$ cat config.mk
export PLATFORM = sky130hd
export DESIGN_NAME = usb_function_irq_flags
export DESIGN_NICKNAME = d
export VERILOG_FILES = /design/src/logic/usb_irq_pkg.sv /design/src/logic/ahb_reg_port.sv /design/src/logic/frame_watchdog.sv /design/src/logic/usb_function_irq_flags.sv
export SDC_FILE = /design/constraint.sdc
export NUM_CORES = 1
export LEC_CHECK = 0
export ABC_AREA = 0
export ABC_CLOCK_PERIOD_IN_PS = 2750
export BUFFER_PORTS_ARGS = -buffer_cell sky130_fd_sc_hd__buf_2
export CAP_MARGIN = 10
export CORE_ASPECT_RATIO = 0.6
export CORE_MARGIN = 3
export CORE_UTILIZATION = 30
export CTS_CLUSTER_SIZE = 14
export DETAILED_ROUTE_END_ITERATION = 6
export PLACE_DENSITY = 0.59
export RECOVER_POWER = 100
export SYNTH_ARGS = -nofsm -noshare
export SYNTH_HDL_FRONTEND = slang
export SYNTH_SLANG_ARGS = --single-unit
export TNS_END_PERCENT = 30
$ cat constraint.sdc
create_clock -name hclk -period 2.75 [get_ports hclk]
set_clock_uncertainty 0.05 [all_clocks]
set_input_delay 0.275 -clock hclk [delete_from_list [all_inputs] [get_ports hclk]]
set_output_delay 0.275 -clock hclk [all_outputs]
set_load 0.005 [all_outputs]
$ cat src/logic/usb_irq_pkg.sv
// Purpose: shared constants of the usb interrupt flag block
// Assumes: 32-bit bus words, one register per word, index * 4 = byte address
// Notes:   all register widths are 8 bits, upper bits read as zero
`default_nettype none

package usb_irq_pkg;

  // ************************************************************
  // register indices
  // ************************************************************
  localparam logic [5:0] IDX_POWER = 6'h01;
  localparam logic [5:0] IDX_IN_FLAGS = 6'h02;
  localparam logic [5:0] IDX_OUT_FLAGS = 6'h04;
  localparam logic [5:0] IDX_CM_FLAGS = 6'h06;
  localparam logic [5:0] IDX_IN_EN = 6'h07;
  localparam logic [5:0] IDX_OUT_EN = 6'h09;
  localparam logic [5:0] IDX_CM_EN = 6'h0B;
  localparam logic [5:0] IDX_CORE_EN = 6'h10;
  localparam logic [5:0] IDX_IRQ_STAT = 6'h11;

  // ************************************************************
  // field positions
  // ************************************************************
  localparam int CM_SOF = 3;
  localparam int CM_BUS_RESET = 2;
  localparam int CM_WAKE = 1;
  localparam int CM_SLEEP = 0;
  localparam int PWR_SLEEP_DETECT_EN = 0;
  localparam int PWR_SLEEP_STATE = 1;
  localparam int PWR_FORCE_RESUME = 2;

  // ************************************************************
  // reset values and valid bit masks
  // ************************************************************
  localparam logic [3:0] IN_EN_RESET = 4'hF;
  localparam logic [3:0] OUT_EN_RESET = 4'hE;
  localparam logic [3:0] CM_EN_RESET = 4'hE;
  localparam logic [3:0] IN_FLAG_MASK = 4'hF;
  localparam logic [3:0] OUT_FLAG_MASK = 4'hE;
  localparam logic [3:0] FLAGS_RESET = 4'h0;

  // ************************************************************
  // timing
  // ************************************************************
  localparam int CLK_MHZ = 100;
  localparam int FRAME_PERIOD_US = 1000;
  localparam int FRAME_CYCLES = FRAME_PERIOD_US * CLK_MHZ;

endpackage : usb_irq_pkg

`default_nettype wire

$ cat src/logic/ahb_reg_port.sv
// Purpose: ahb-lite slave front end, zero wait states, always okay
// Assumes: single word transfers only
// Notes:   read strobe in address phase, write strobe in data phase
`default_nettype none

module ahb_reg_port (
  input wire logic hclk,
  input wire logic hresetn,
  input wire logic hsel,
  input wire logic [31:0] haddr,
  input wire logic [1:0] htrans,
  input wire logic hwrite,
  input wire logic hready,
  output logic hreadyout,
  output logic hresp,
  output logic rd_stb,
  output logic [5:0] rd_idx,
  output logic rd_mapped,
  output logic wr_stb,
  output logic [5:0] wr_idx
);

  logic take;
  logic mapped;

  assign take = hsel && hready && htrans[1];
  assign mapped = (haddr[31:8] == 24'h000000) && (haddr[1:0] == 2'h0);
  assign hreadyout = 1'b1;
  assign hresp = 1'b0;
  assign rd_stb = take && !hwrite && mapped;
  assign rd_idx = haddr[7:2];
  assign rd_mapped = mapped;

  // ************************************************************
  // write data phase follows the accepted address phase
  // ************************************************************
  always_ff @(posedge hclk or negedge hresetn) begin
    if (!hresetn) begin
      wr_stb <= 1'b0;
      wr_idx <= 6'h00;
    end else begin
      wr_stb <= take && hwrite && mapped;
      if (take) begin
        wr_idx <= haddr[7:2];
      end
    end
  end

endmodule : ahb_reg_port

`default_nettype wire

$ cat src/logic/frame_watchdog.sv
// Purpose: frame period timer that stands in for lost frame tokens
// Assumes: tokens arrive as one-cycle pulses on hclk
// Notes:   armed by the first real token, disarmed by bus reset
`default_nettype none

module frame_watchdog #(
  parameter int FRAME_CYCLES = usb_irq_pkg::FRAME_CYCLES,
  parameter int CNT_W = 17
) (
  input wire logic hclk,
  input wire logic hresetn,
  input wire logic sof_token,
  input wire logic bus_reset_detect,
  output logic sof_event
);

  logic armed;
  logic [CNT_W-1:0] cnt;
  logic expire;

  assign expire = armed && (cnt == CNT_W'(FRAME_CYCLES - 1));
  assign sof_event = sof_token || (expire && !bus_reset_detect);

  // ************************************************************
  // frame counter
  // ************************************************************
  always_ff @(posedge hclk or negedge hresetn) begin
    if (!hresetn) begin
      armed <= 1'b0;
      cnt <= '0;
    end else if (bus_reset_detect) begin
      armed <= 1'b0;
      cnt <= '0;
    end else if (sof_token || expire) begin
      armed <= 1'b1;
      cnt <= '0;
    end else if (armed) begin
      cnt <= cnt + CNT_W'(1);
    end
  end

endmodule : frame_watchdog

`default_nettype wire

$ cat src/logic/usb_function_irq_flags.sv
// Purpose: interrupt flags and enables of a usb function controller
// Assumes: event inputs are one-cycle pulses on hclk
// Notes:   flag registers clear on read, read data is taken at the
//          address phase so the clear and the returned value agree
//
// Notes on behaviour
// RULE1 - any enabled flag raises the usb request
// RULE2 - reading a flag register returns then clears
// RULE3 - flag registers ignore all writes
// RULE4 - core enable bit gates request to processor
// RULE5 - in flags: ep3..ep1 bits 3..1, control bit0
// RULE6 - in flags bits 7..4 read zero
// RULE7 - out flags bits 3..1, others read zero
// RULE8 - frame token sets common bit 3
// RULE9 - frame timer synthesizes missing frame events
// RULE10 - bus reset sets common bit 2
// RULE11 - resume sets bit 1 only while asleep
// RULE12 - suspend sets bit 0 only if detection enabled
// RULE13 - in enables bits 3..0, reset all on
// RULE14 - flag counts only while its enable set
// RULE15 - bus reset clears flags, enables all but suspend
// RULE16 - ending forced resume interrupts and clears sleep
//
// Design decision made here: the AHB-Lite slave port.
`default_nettype none

module usb_function_irq_flags #(
  parameter int FRAME_CYCLES = usb_irq_pkg::FRAME_CYCLES
) (
  input wire logic hclk,
  input wire logic hresetn,
  input wire logic hsel,
  input wire logic [31:0] haddr,
  input wire logic [1:0] htrans,
  input wire logic hwrite,
  input wire logic [2:0] hsize,
  input wire logic [31:0] hwdata,
  input wire logic hready,
  output logic hreadyout,
  output logic hresp,
  output logic [31:0] hrdata,
  input wire logic [3:0] in_ep_event,
  input wire logic [3:0] out_ep_event,
  input wire logic sof_token,
  input wire logic bus_reset_detect,
  input wire logic resume_detect,
  input wire logic suspend_detect,
  output logic usb_irq_req,
  output logic irq,
  output logic sleep_state,
  output logic force_resume
);

  // ************************************************************
  // declarations
  // ************************************************************
  logic rd_stb;
  logic [5:0] rd_idx;
  logic rd_mapped;
  logic wr_stb;
  logic [5:0] wr_idx;
  logic sof_event;
  logic [3:0] in_flags;
  logic [3:0] out_flags;
  logic [3:0] cm_flags;
  logic [3:0] in_en;
  logic [3:0] out_en;
  logic [3:0] cm_en;
  logic sleep_detect_en;
  logic core_en;
  logic irq_stat;
  logic [3:0] next_in_flags;
  logic [3:0] next_out_flags;
  logic [3:0] next_cm_flags;
  logic [3:0] cm_set;
  logic rd_in;
  logic rd_out;
  logic rd_cm;
  logic wr_hit_power;
  logic resume_end;
  logic [7:0] rd_value;

  function automatic logic wr_to(input logic [5:0] idx);
    wr_to = wr_stb && (wr_idx == idx);
  endfunction : wr_to

  function automatic logic rd_of(input logic [5:0] idx);
    rd_of = rd_stb && (rd_idx == idx);
  endfunction : rd_of

  ahb_reg_port u_port (
    .hclk(hclk),
    .hresetn(hresetn),
    .hsel(hsel),
    .haddr(haddr),
    .htrans(htrans),
    .hwrite(hwrite),
    .hready(hready),
    .hreadyout(hreadyout),
    .hresp(hresp),
    .rd_stb(rd_stb),
    .rd_idx(rd_idx),
    .rd_mapped(rd_mapped),
    .wr_stb(wr_stb),
    .wr_idx(wr_idx)
  );

  frame_watchdog #(
    .FRAME_CYCLES(FRAME_CYCLES)
  ) u_frame (
    .hclk(hclk),
    .hresetn(hresetn),
    .sof_token(sof_token),
    .bus_reset_detect(bus_reset_detect),
    .sof_event(sof_event) // [RULE9]
  );

  // ************************************************************
  // flag set and clear terms
  // ************************************************************
  assign rd_in = rd_of(usb_irq_pkg::IDX_IN_FLAGS);
  assign rd_out = rd_of(usb_irq_pkg::IDX_OUT_FLAGS);
  assign rd_cm = rd_of(usb_irq_pkg::IDX_CM_FLAGS);
  assign wr_hit_power = wr_to(usb_irq_pkg::IDX_POWER);
  assign resume_end = wr_hit_power && force_resume
    && !hwdata[usb_irq_pkg::PWR_FORCE_RESUME];

  always_comb begin
    cm_set = 4'h0;
    cm_set[usb_irq_pkg::CM_SOF] = sof_event; // [RULE8] [RULE9]
    cm_set[usb_irq_pkg::CM_BUS_RESET] = bus_reset_detect; // [RULE10]
    cm_set[usb_irq_pkg::CM_WAKE] = (resume_detect && sleep_state)
      || resume_end; // [RULE11] [RULE16]
    cm_set[usb_irq_pkg::CM_SLEEP] = suspend_detect
      && sleep_detect_en; // [RULE12]
  end

  // a set in the same cycle as the read clear wins
  always_comb begin
    next_in_flags = (rd_in ? 4'h0 : in_flags)
      | (in_ep_event & usb_irq_pkg::IN_FLAG_MASK); // [RULE2] [RULE5]
    next_out_flags = (rd_out ? 4'h0 : out_flags)
      | (out_ep_event & usb_irq_pkg::OUT_FLAG_MASK); // [RULE2] [RULE7]
    next_cm_flags = (rd_cm ? 4'h0 : cm_flags) | cm_set; // [RULE2]
    if (bus_reset_detect) begin
      next_in_flags = usb_irq_pkg::FLAGS_RESET; // [RULE15]
      next_out_flags = usb_irq_pkg::FLAGS_RESET;
      next_cm_flags = 4'h0;
      next_cm_flags[usb_irq_pkg::CM_BUS_RESET] = 1'b1;
    end
  end

  // ************************************************************
  // flag registers, no write path
  // ************************************************************
  always_ff @(posedge hclk or negedge hresetn) begin
    if (!hresetn) begin
      in_flags <= usb_irq_pkg::FLAGS_RESET;
      out_flags <= usb_irq_pkg::FLAGS_RESET;
      cm_flags <= usb_irq_pkg::FLAGS_RESET;
    end else begin
      in_flags <= next_in_flags; // [RULE3]
      out_flags <= next_out_flags; // [RULE3]
      cm_flags <= next_cm_flags; // [RULE3]
    end
  end

  // ************************************************************
  // enable registers
  // ************************************************************
  always_ff @(posedge hclk or negedge hresetn) begin
    if (!hresetn) begin
      in_en <= usb_irq_pkg::IN_EN_RESET; // [RULE13]
      out_en <= usb_irq_pkg::OUT_EN_RESET;
      cm_en <= usb_irq_pkg::CM_EN_RESET;
    end else if (bus_reset_detect) begin
      in_en <= usb_irq_pkg::IN_EN_RESET; // [RULE15]
      out_en <= usb_irq_pkg::OUT_EN_RESET;
      cm_en <= usb_irq_pkg::CM_EN_RESET;
    end else begin
      if (wr_to(usb_irq_pkg::IDX_IN_EN)) begin
        in_en <= hwdata[3:0]; // [RULE13]
      end
      if (wr_to(usb_irq_pkg::IDX_OUT_EN)) begin
        out_en <= hwdata[3:0] & usb_irq_pkg::OUT_FLAG_MASK;
      end
      if (wr_to(usb_irq_pkg::IDX_CM_EN)) begin
        cm_en <= hwdata[3:0];
      end
    end
  end

  // ************************************************************
  // power control and sleep state
  // ************************************************************
  always_ff @(posedge hclk or negedge hresetn) begin
    if (!hresetn) begin
      sleep_detect_en <= 1'b0;
      force_resume <= 1'b0;
    end else if (wr_hit_power) begin
      sleep_detect_en <= hwdata[usb_irq_pkg::PWR_SLEEP_DETECT_EN];
      force_resume <= hwdata[usb_irq_pkg::PWR_FORCE_RESUME];
    end
  end

  always_ff @(posedge hclk or negedge hresetn) begin
    if (!hresetn) begin
      sleep_state <= 1'b0;
    end else if (bus_reset_detect || resume_end) begin
      sleep_state <= 1'b0; // [RULE16]
    end else if (rd_cm && cm_flags[usb_irq_pkg::CM_WAKE]) begin
      sleep_state <= 1'b0;
    end else if (suspend_detect && sleep_detect_en) begin
      sleep_state <= 1'b1;
    end
  end

  // ************************************************************
  // combined request and core interrupt
  // ************************************************************
  assign usb_irq_req = |(in_flags & in_en) | |(out_flags & out_en)
    | |(cm_flags & cm_en); // [RULE1] [RULE14]

  always_ff @(posedge hclk or negedge hresetn) begin
    if (!hresetn) begin
      core_en <= 1'b0;
    end else if (wr_to(usb_irq_pkg::IDX_CORE_EN)) begin
      core_en <= hwdata[0];
    end
  end

  // sticky copy of the request, write one to clear, set wins
  always_ff @(posedge hclk or negedge hresetn) begin
    if (!hresetn) begin
      irq_stat <= 1'b0;
    end else if (usb_irq_req) begin
      irq_stat <= 1'b1;
    end else if (wr_to(usb_irq_pkg::IDX_IRQ_STAT) && hwdata[0]) begin
      irq_stat <= 1'b0;
    end
  end

  assign irq = irq_stat && core_en; // [RULE4]

  // ************************************************************
  // read mux and read data register
  // ************************************************************
  always_comb begin
    rd_value = 8'h00;
    if (!rd_mapped) begin
      rd_value = 8'h00;
    end else if (rd_idx == usb_irq_pkg::IDX_POWER) begin
      rd_value = {5'h00, force_resume, sleep_state, sleep_detect_en};
    end else if (rd_idx == usb_irq_pkg::IDX_IN_FLAGS) begin
      rd_value = {4'h0, in_flags}; // [RULE5] [RULE6]
    end else if (rd_idx == usb_irq_pkg::IDX_OUT_FLAGS) begin
      rd_value = {4'h0, out_flags}; // [RULE7]
    end else if (rd_idx == usb_irq_pkg::IDX_CM_FLAGS) begin
      rd_value = {4'h0, cm_flags};
    end else if (rd_idx == usb_irq_pkg::IDX_IN_EN) begin
      rd_value = {4'h0, in_en};
    end else if (rd_idx == usb_irq_pkg::IDX_OUT_EN) begin
      rd_value = {4'h0, out_en};
    end else if (rd_idx == usb_irq_pkg::IDX_CM_EN) begin
      rd_value = {4'h0, cm_en};
    end else if (rd_idx == usb_irq_pkg::IDX_CORE_EN) begin
      rd_value = {7'h00, core_en};
    end else if (rd_idx == usb_irq_pkg::IDX_IRQ_STAT) begin
      rd_value = {7'h00, irq_stat};
    end
  end

  always_ff @(posedge hclk or negedge hresetn) begin
    if (!hresetn) begin
      hrdata <= 32'h00000000;
    end else if (rd_stb) begin
      hrdata <= {24'h000000, rd_value};
    end else if (hsel && hready && htrans[1]) begin
      hrdata <= 32'h00000000;
    end
  end

  // ************************************************************
  // assertions
  // ************************************************************
  logic unused_hsize;
  assign unused_hsize = ^hsize;

  a_req_from_flags: assert property (@(posedge hclk) disable iff (!hresetn)
    (|(in_flags & in_en)) |-> usb_irq_req) // [RULE1]
    else $error("enabled in flag without usb request");

  a_read_clears_in: assert property (@(posedge hclk) disable iff (!hresetn)
    rd_in && !bus_reset_detect && in_ep_event == 4'h0
    |=> in_flags == 4'h0 && hrdata[3:0] == $past(in_flags)) // [RULE2]
    else $error("in flag read did not return then clear");

  a_read_other_kept: assert property (@(posedge hclk)
    disable iff (!hresetn)
    rd_in && !bus_reset_detect |=> (out_flags & $past(out_flags))
    == $past(out_flags)) // [RULE2]
    else $error("reading in flags disturbed out flags");

  a_write_no_clear: assert property (@(posedge hclk) disable iff (!hresetn)
    wr_to(usb_irq_pkg::IDX_IN_FLAGS) && !rd_in && !bus_reset_detect
    && in_ep_event == 4'h0 |=> in_flags == $past(in_flags)) // [RULE3]
    else $error("write changed in flags");

  a_core_gate: assert property (@(posedge hclk) disable iff (!hresetn)
    usb_irq_req && core_en && !wr_to(usb_irq_pkg::IDX_CORE_EN)
    |=> irq) // [RULE4]
    else $error("usb request did not reach core");

  a_upper_zero: assert property (@(posedge hclk) disable iff (!hresetn)
    $past(rd_in) |-> hrdata[31:4] == 28'h0000000) // [RULE6]
    else $error("in flag upper bits not zero");

  a_out_bit0: assert property (@(posedge hclk) disable iff (!hresetn)
    out_flags[0] == 1'b0) // [RULE7]
    else $error("out flag bit 0 set");

  a_sof_sets: assert property (@(posedge hclk) disable iff (!hresetn)
    sof_token && !bus_reset_detect |=> cm_flags[usb_irq_pkg::CM_SOF])
    // [RULE8]
    else $error("frame token did not set flag");

  a_reset_effect: assert property (@(posedge hclk) disable iff (!hresetn)
    bus_reset_detect |=> cm_flags == 4'h4 && in_flags == 4'h0
    && in_en == 4'hF && cm_en[usb_irq_pkg::CM_SLEEP] == 1'b0)
    // [RULE10] [RULE15]
    else $error("bus reset effect wrong");

  a_wake_asleep: assert property (@(posedge hclk) disable iff (!hresetn)
    $rose(cm_flags[usb_irq_pkg::CM_WAKE])
    |-> $past(sleep_state) || $past(resume_end)) // [RULE11]
    else $error("wake flag set while awake");

  a_sleep_gate: assert property (@(posedge hclk) disable iff (!hresetn)
    suspend_detect && !sleep_detect_en && !rd_cm && !bus_reset_detect
    && !cm_flags[usb_irq_pkg::CM_SLEEP]
    |=> !cm_flags[usb_irq_pkg::CM_SLEEP]) // [RULE12]
    else $error("suspend flag set with detection off");

  a_enable_gate: assert property (@(posedge hclk) disable iff (!hresetn)
    ((in_flags & in_en) == 4'h0) && ((out_flags & out_en) == 4'h0)
    && ((cm_flags & cm_en) == 4'h0) |-> !usb_irq_req) // [RULE14]
    else $error("request without enabled flag");

  a_resume_end: assert property (@(posedge hclk) disable iff (!hresetn)
    resume_end && !bus_reset_detect
    |=> !sleep_state && cm_flags[usb_irq_pkg::CM_WAKE]) // [RULE16]
    else $error("ending forced resume had no effect");

  c_read_clear: cover property (@(posedge hclk) disable iff (!hresetn)
    rd_cm && cm_flags != 4'h0);
  c_irq_out: cover property (@(posedge hclk) disable iff (!hresetn)
    $rose(irq));
  c_sleep_wake: cover property (@(posedge hclk) disable iff (!hresetn)
    sleep_state ##[1:50] resume_detect);
  c_synth_sof: cover property (@(posedge hclk) disable iff (!hresetn)
    sof_event && !sof_token);

endmodule : usb_function_irq_flags

`default_nettype wire

==> impl_metrics.env <==
export IMPL_synth_commonest_cells="dfrtp_1 (46), nor2_1 (42), buf_4 (30)"
export IMPL_rsz0062_at_grt="no"
export IMPL_hold_path_class="in -> reg"
export IMPL_cts_htree_levels=2
export IMPL_clock_sinks=56
export IMPL_synth_most_common_cell="dfrtp_1"
export IMPL_netSwitchingFraction=0.2430
export IMPL_dieArea_sq_um=12120
export IMPL_final_nets=492
export IMPL_antenna_found_initial=0
export IMPL_portBuffers=60
export IMPL_setup_ws_ns=0.5045
export IMPL_groute_usage_overall=0.1420
export IMPL_synthXorXnorAreaFrac=0.04596
export IMPL_synthArstFlopShare=1.000
export IMPL_holdWs_ns=0.1534
export IMPL_grt_max_degree=37
export IMPL_cts_tree="yes"
export IMPL_wl_met1_mm=3.871
export IMPL_dp_hpwl_mm=6.411
export IMPL_synth_simple_gate_area_frac=0.2155
export IMPL_tightest_slew_ns=1.184
export IMPL_ant_nets=0
export IMPL_fin_cells=541
export IMPL_slew_viol_final=0
export IMPL_synth_edf_count=0
export IMPL_coreArea_sq_um=10190
export IMPL_gp_congestion=0.9023
export IMPL_hold_violations=0
export IMPL_ios=124
export IMPL_whs_path_depth=3
export IMPL_viasPerCell=4.961
export IMPL_dr_pass1_iters=5
export IMPL_root_buffer="clkbuf_16"
export IMPL_r2r_setup_slack_ns=0.50
export IMPL_period_minus_slack_ns=2.246
export IMPL_r2r_cells=5
export IMPL_initial_utilization=0.3177
export IMPL_wl_met3_um=659
export IMPL_finalCritPeriodShare=0.8165
export IMPL_drc=0
export IMPL_power_density_nw_per_um2=488.1
export IMPL_leakage_nw=1.586
export IMPL_synth_seq_cells=56
export IMPL_holdBufCountCts=1
export IMPL_setup_tns_ns=0
export IMPL_yosysTopAreaCellShare=0.3553
export IMPL_dp_cells=532
export IMPL_syn_to_final_growth_pct=14.41
export IMPL_drtIter0Drc=182
export IMPL_cp_max_fo=17
export IMPL_die_w_um=140.2
export IMPL_grt_pass1_wl_mm=13.72
export IMPL_syn_cell_area_sq_um=3239
export IMPL_synth_top_cells_by_area="dfrtp_1 (36%), dfstp_2 (8.1%), buf_4 (7.0%)"
export IMPL_drive_gt1_frac=0.2020
export IMPL_status="finished clean"
export IMPL_yosysUniqueCellTypes=59
export IMPL_power_switching_uw=439.6
export IMPL_yosys_area_top_type="dfrtp_1"
export IMPL_clockBufferDepth=2
export IMPL_vias=2684
export IMPL_ys_seq_area_frac=0.4365
export IMPL_yosys_area_share_adder=0.003862
export IMPL_cts_resized_gates=0
export IMPL_finalSetupViolCount=0
export IMPL_dp_slack_ns=0.5026
export IMPL_syn_inst=349
export IMPL_synth_compound_area_frac=0.1479
export IMPL_endpoint_kind="flop"
export IMPL_start_kind="flop"
export IMPL_vdd_drop_max_uv=260.8
export IMPL_synth_top_family_by_area="simple AND/OR/NAND/NOR gates"
export IMPL_combPwrFrac=0.106
export IMPL_wl_met2_mm=3.734
export IMPL_num_rows=28
export IMPL_top_layer="met4"
export IMPL_die_y_um=86.49
export IMPL_synth_main_ff_cell="dfrtp_1"
export IMPL_clockPowerShare=0.402
export IMPL_synthMuxAreaShare=0.04442
export IMPL_max_slew_margin=0.1994
export IMPL_worstPathRequired_ns=2.85
export IMPL_drt_wirelength_per_cell_um=15.39
export IMPL_grt_overflow_total=0
export IMPL_crit_type="reg -> reg"
export IMPL_clkSlewWorstSetupHoldPaths_ns=0.07
export IMPL_wl_mm=8.325
export IMPL_clk_latency_ns=0.29
export IMPL_timing_fmax_mhz=445.3
export IMPL_cap_violations=0
export IMPL_p_int_mw=1.369
export IMPL_cts_buffers=5
export IMPL_crit_arrival_ns=2.35
export IMPL_seq_power_share=0.492
export IMPL_insertedDiodeCount=0
export IMPL_post_cts_setup_buffers=0
export IMPL_yosysWarningCount=0
export IMPL_grt_pass1_vias=2577
export IMPL_avgSynthCellArea_sq_um=9.282
## registers in the layout, indices dropped and copies added (netlist names)
signal and flops:
cm_flags 4, sleep_detect_en 1, in_flags 4, u_port.wr_stb 1, u_frame.armed 1, cm_en 4, hrdata 4, irq_stat 1
sleep_state 1, u_port.wr_idx 6, in_en 4, u_frame.cnt 17, core_en 1, out_flags 3, force_resume 1, out_en 3
## final timing paths
path | start | end
worst max-delay path | u_frame.cnt[12] | u_frame.cnt[3]
max in group asynchronous | hresetn | in_en[2]
worst max register to register | u_frame.cnt[12] | u_frame.cnt[3]
worst min register to register | hrdata[2] | hrdata[2]
worst min-delay path | in_ep_event[3] | in_flags[3]
min in group asynchronous | hresetn | core_en
## layer usage
metal,vias up,global-route usage
li1,1298,-
met1,1307,0.2174
met2,72,0.2053
met3,7,0.03252
met4,0,0.02639
met5,-,0
## cell families after synthesis
group	Yosys count
other	2
xor gates and xnor gates	17
DFF	56
buffers and inverters	57
and+or+nand+nor	131
AOI/OAI and AO/OA	72
muxes	13
adders and majority gates	1
## power by group through the flow
stage               Sequential, mW  Clock [mW]  Combinational [mW]
finish                       0.891       0.727               0.191
global placement             0.902           0               0.189
detailed placement           0.905           0               0.192
floorplan                    0.891           0               0.137
global route                 0.895       0.787               0.219
CTS                          0.889       0.753               0.194
## per-stage QoR
step	power [mW]	util	cell area [sq um]
detailed placement	1.096	0.3486	3553
CTS	1.836	0.3660	3731
global route	1.902	0.3635	3706
global placement	1.091	0.3486	3553
floorplan	1.028	-	3344
finish	1.809	0.3635	3706
## critical path, stage by stage, from the launching register on
cell	delay, ns
dfrtp_1	0.40
or4b_1	0.52
nor4_1	0.24
a41oi_1	0.22
nand2b_1	0.54
nor2_1	0.13
## area by class of cell
type                       count  area (sq um)
clock buffer                   6         128.9
clock inverter                 2         38.79
fill                        1081          6489
timing repair buffer          64         319.1
sequential                    56          1414
inverter                      14         52.55
multi-input combinational    264          1584
tap                          135         168.9
## layout by cell type (no fill, tap or decap), drive strengths merged, types with 3 or more instances in the layout
cell	netlist	routed
buf	34	53
dfrtp	46	46
nor2	42	42
conb	2	30
nand2	20	20
a21oi	20	20
o21ai	16	16
clkbuf	9	16
inv	14	15
xor2	13	13
mux2	11	11
nor4	10	10
a211o	10	10
dfstp	10	10
nor3	9	9
nand4	7	7
nand2b	6	6
nand3	6	6
or3	5	5
nand4b	5	5
a22oi	4	4
xnor2	4	4
nor3b	3	3
a22o	3	3
and3	3	3
a31oi	3	3
No activity file was read; power rests on OpenSTA's default activity.
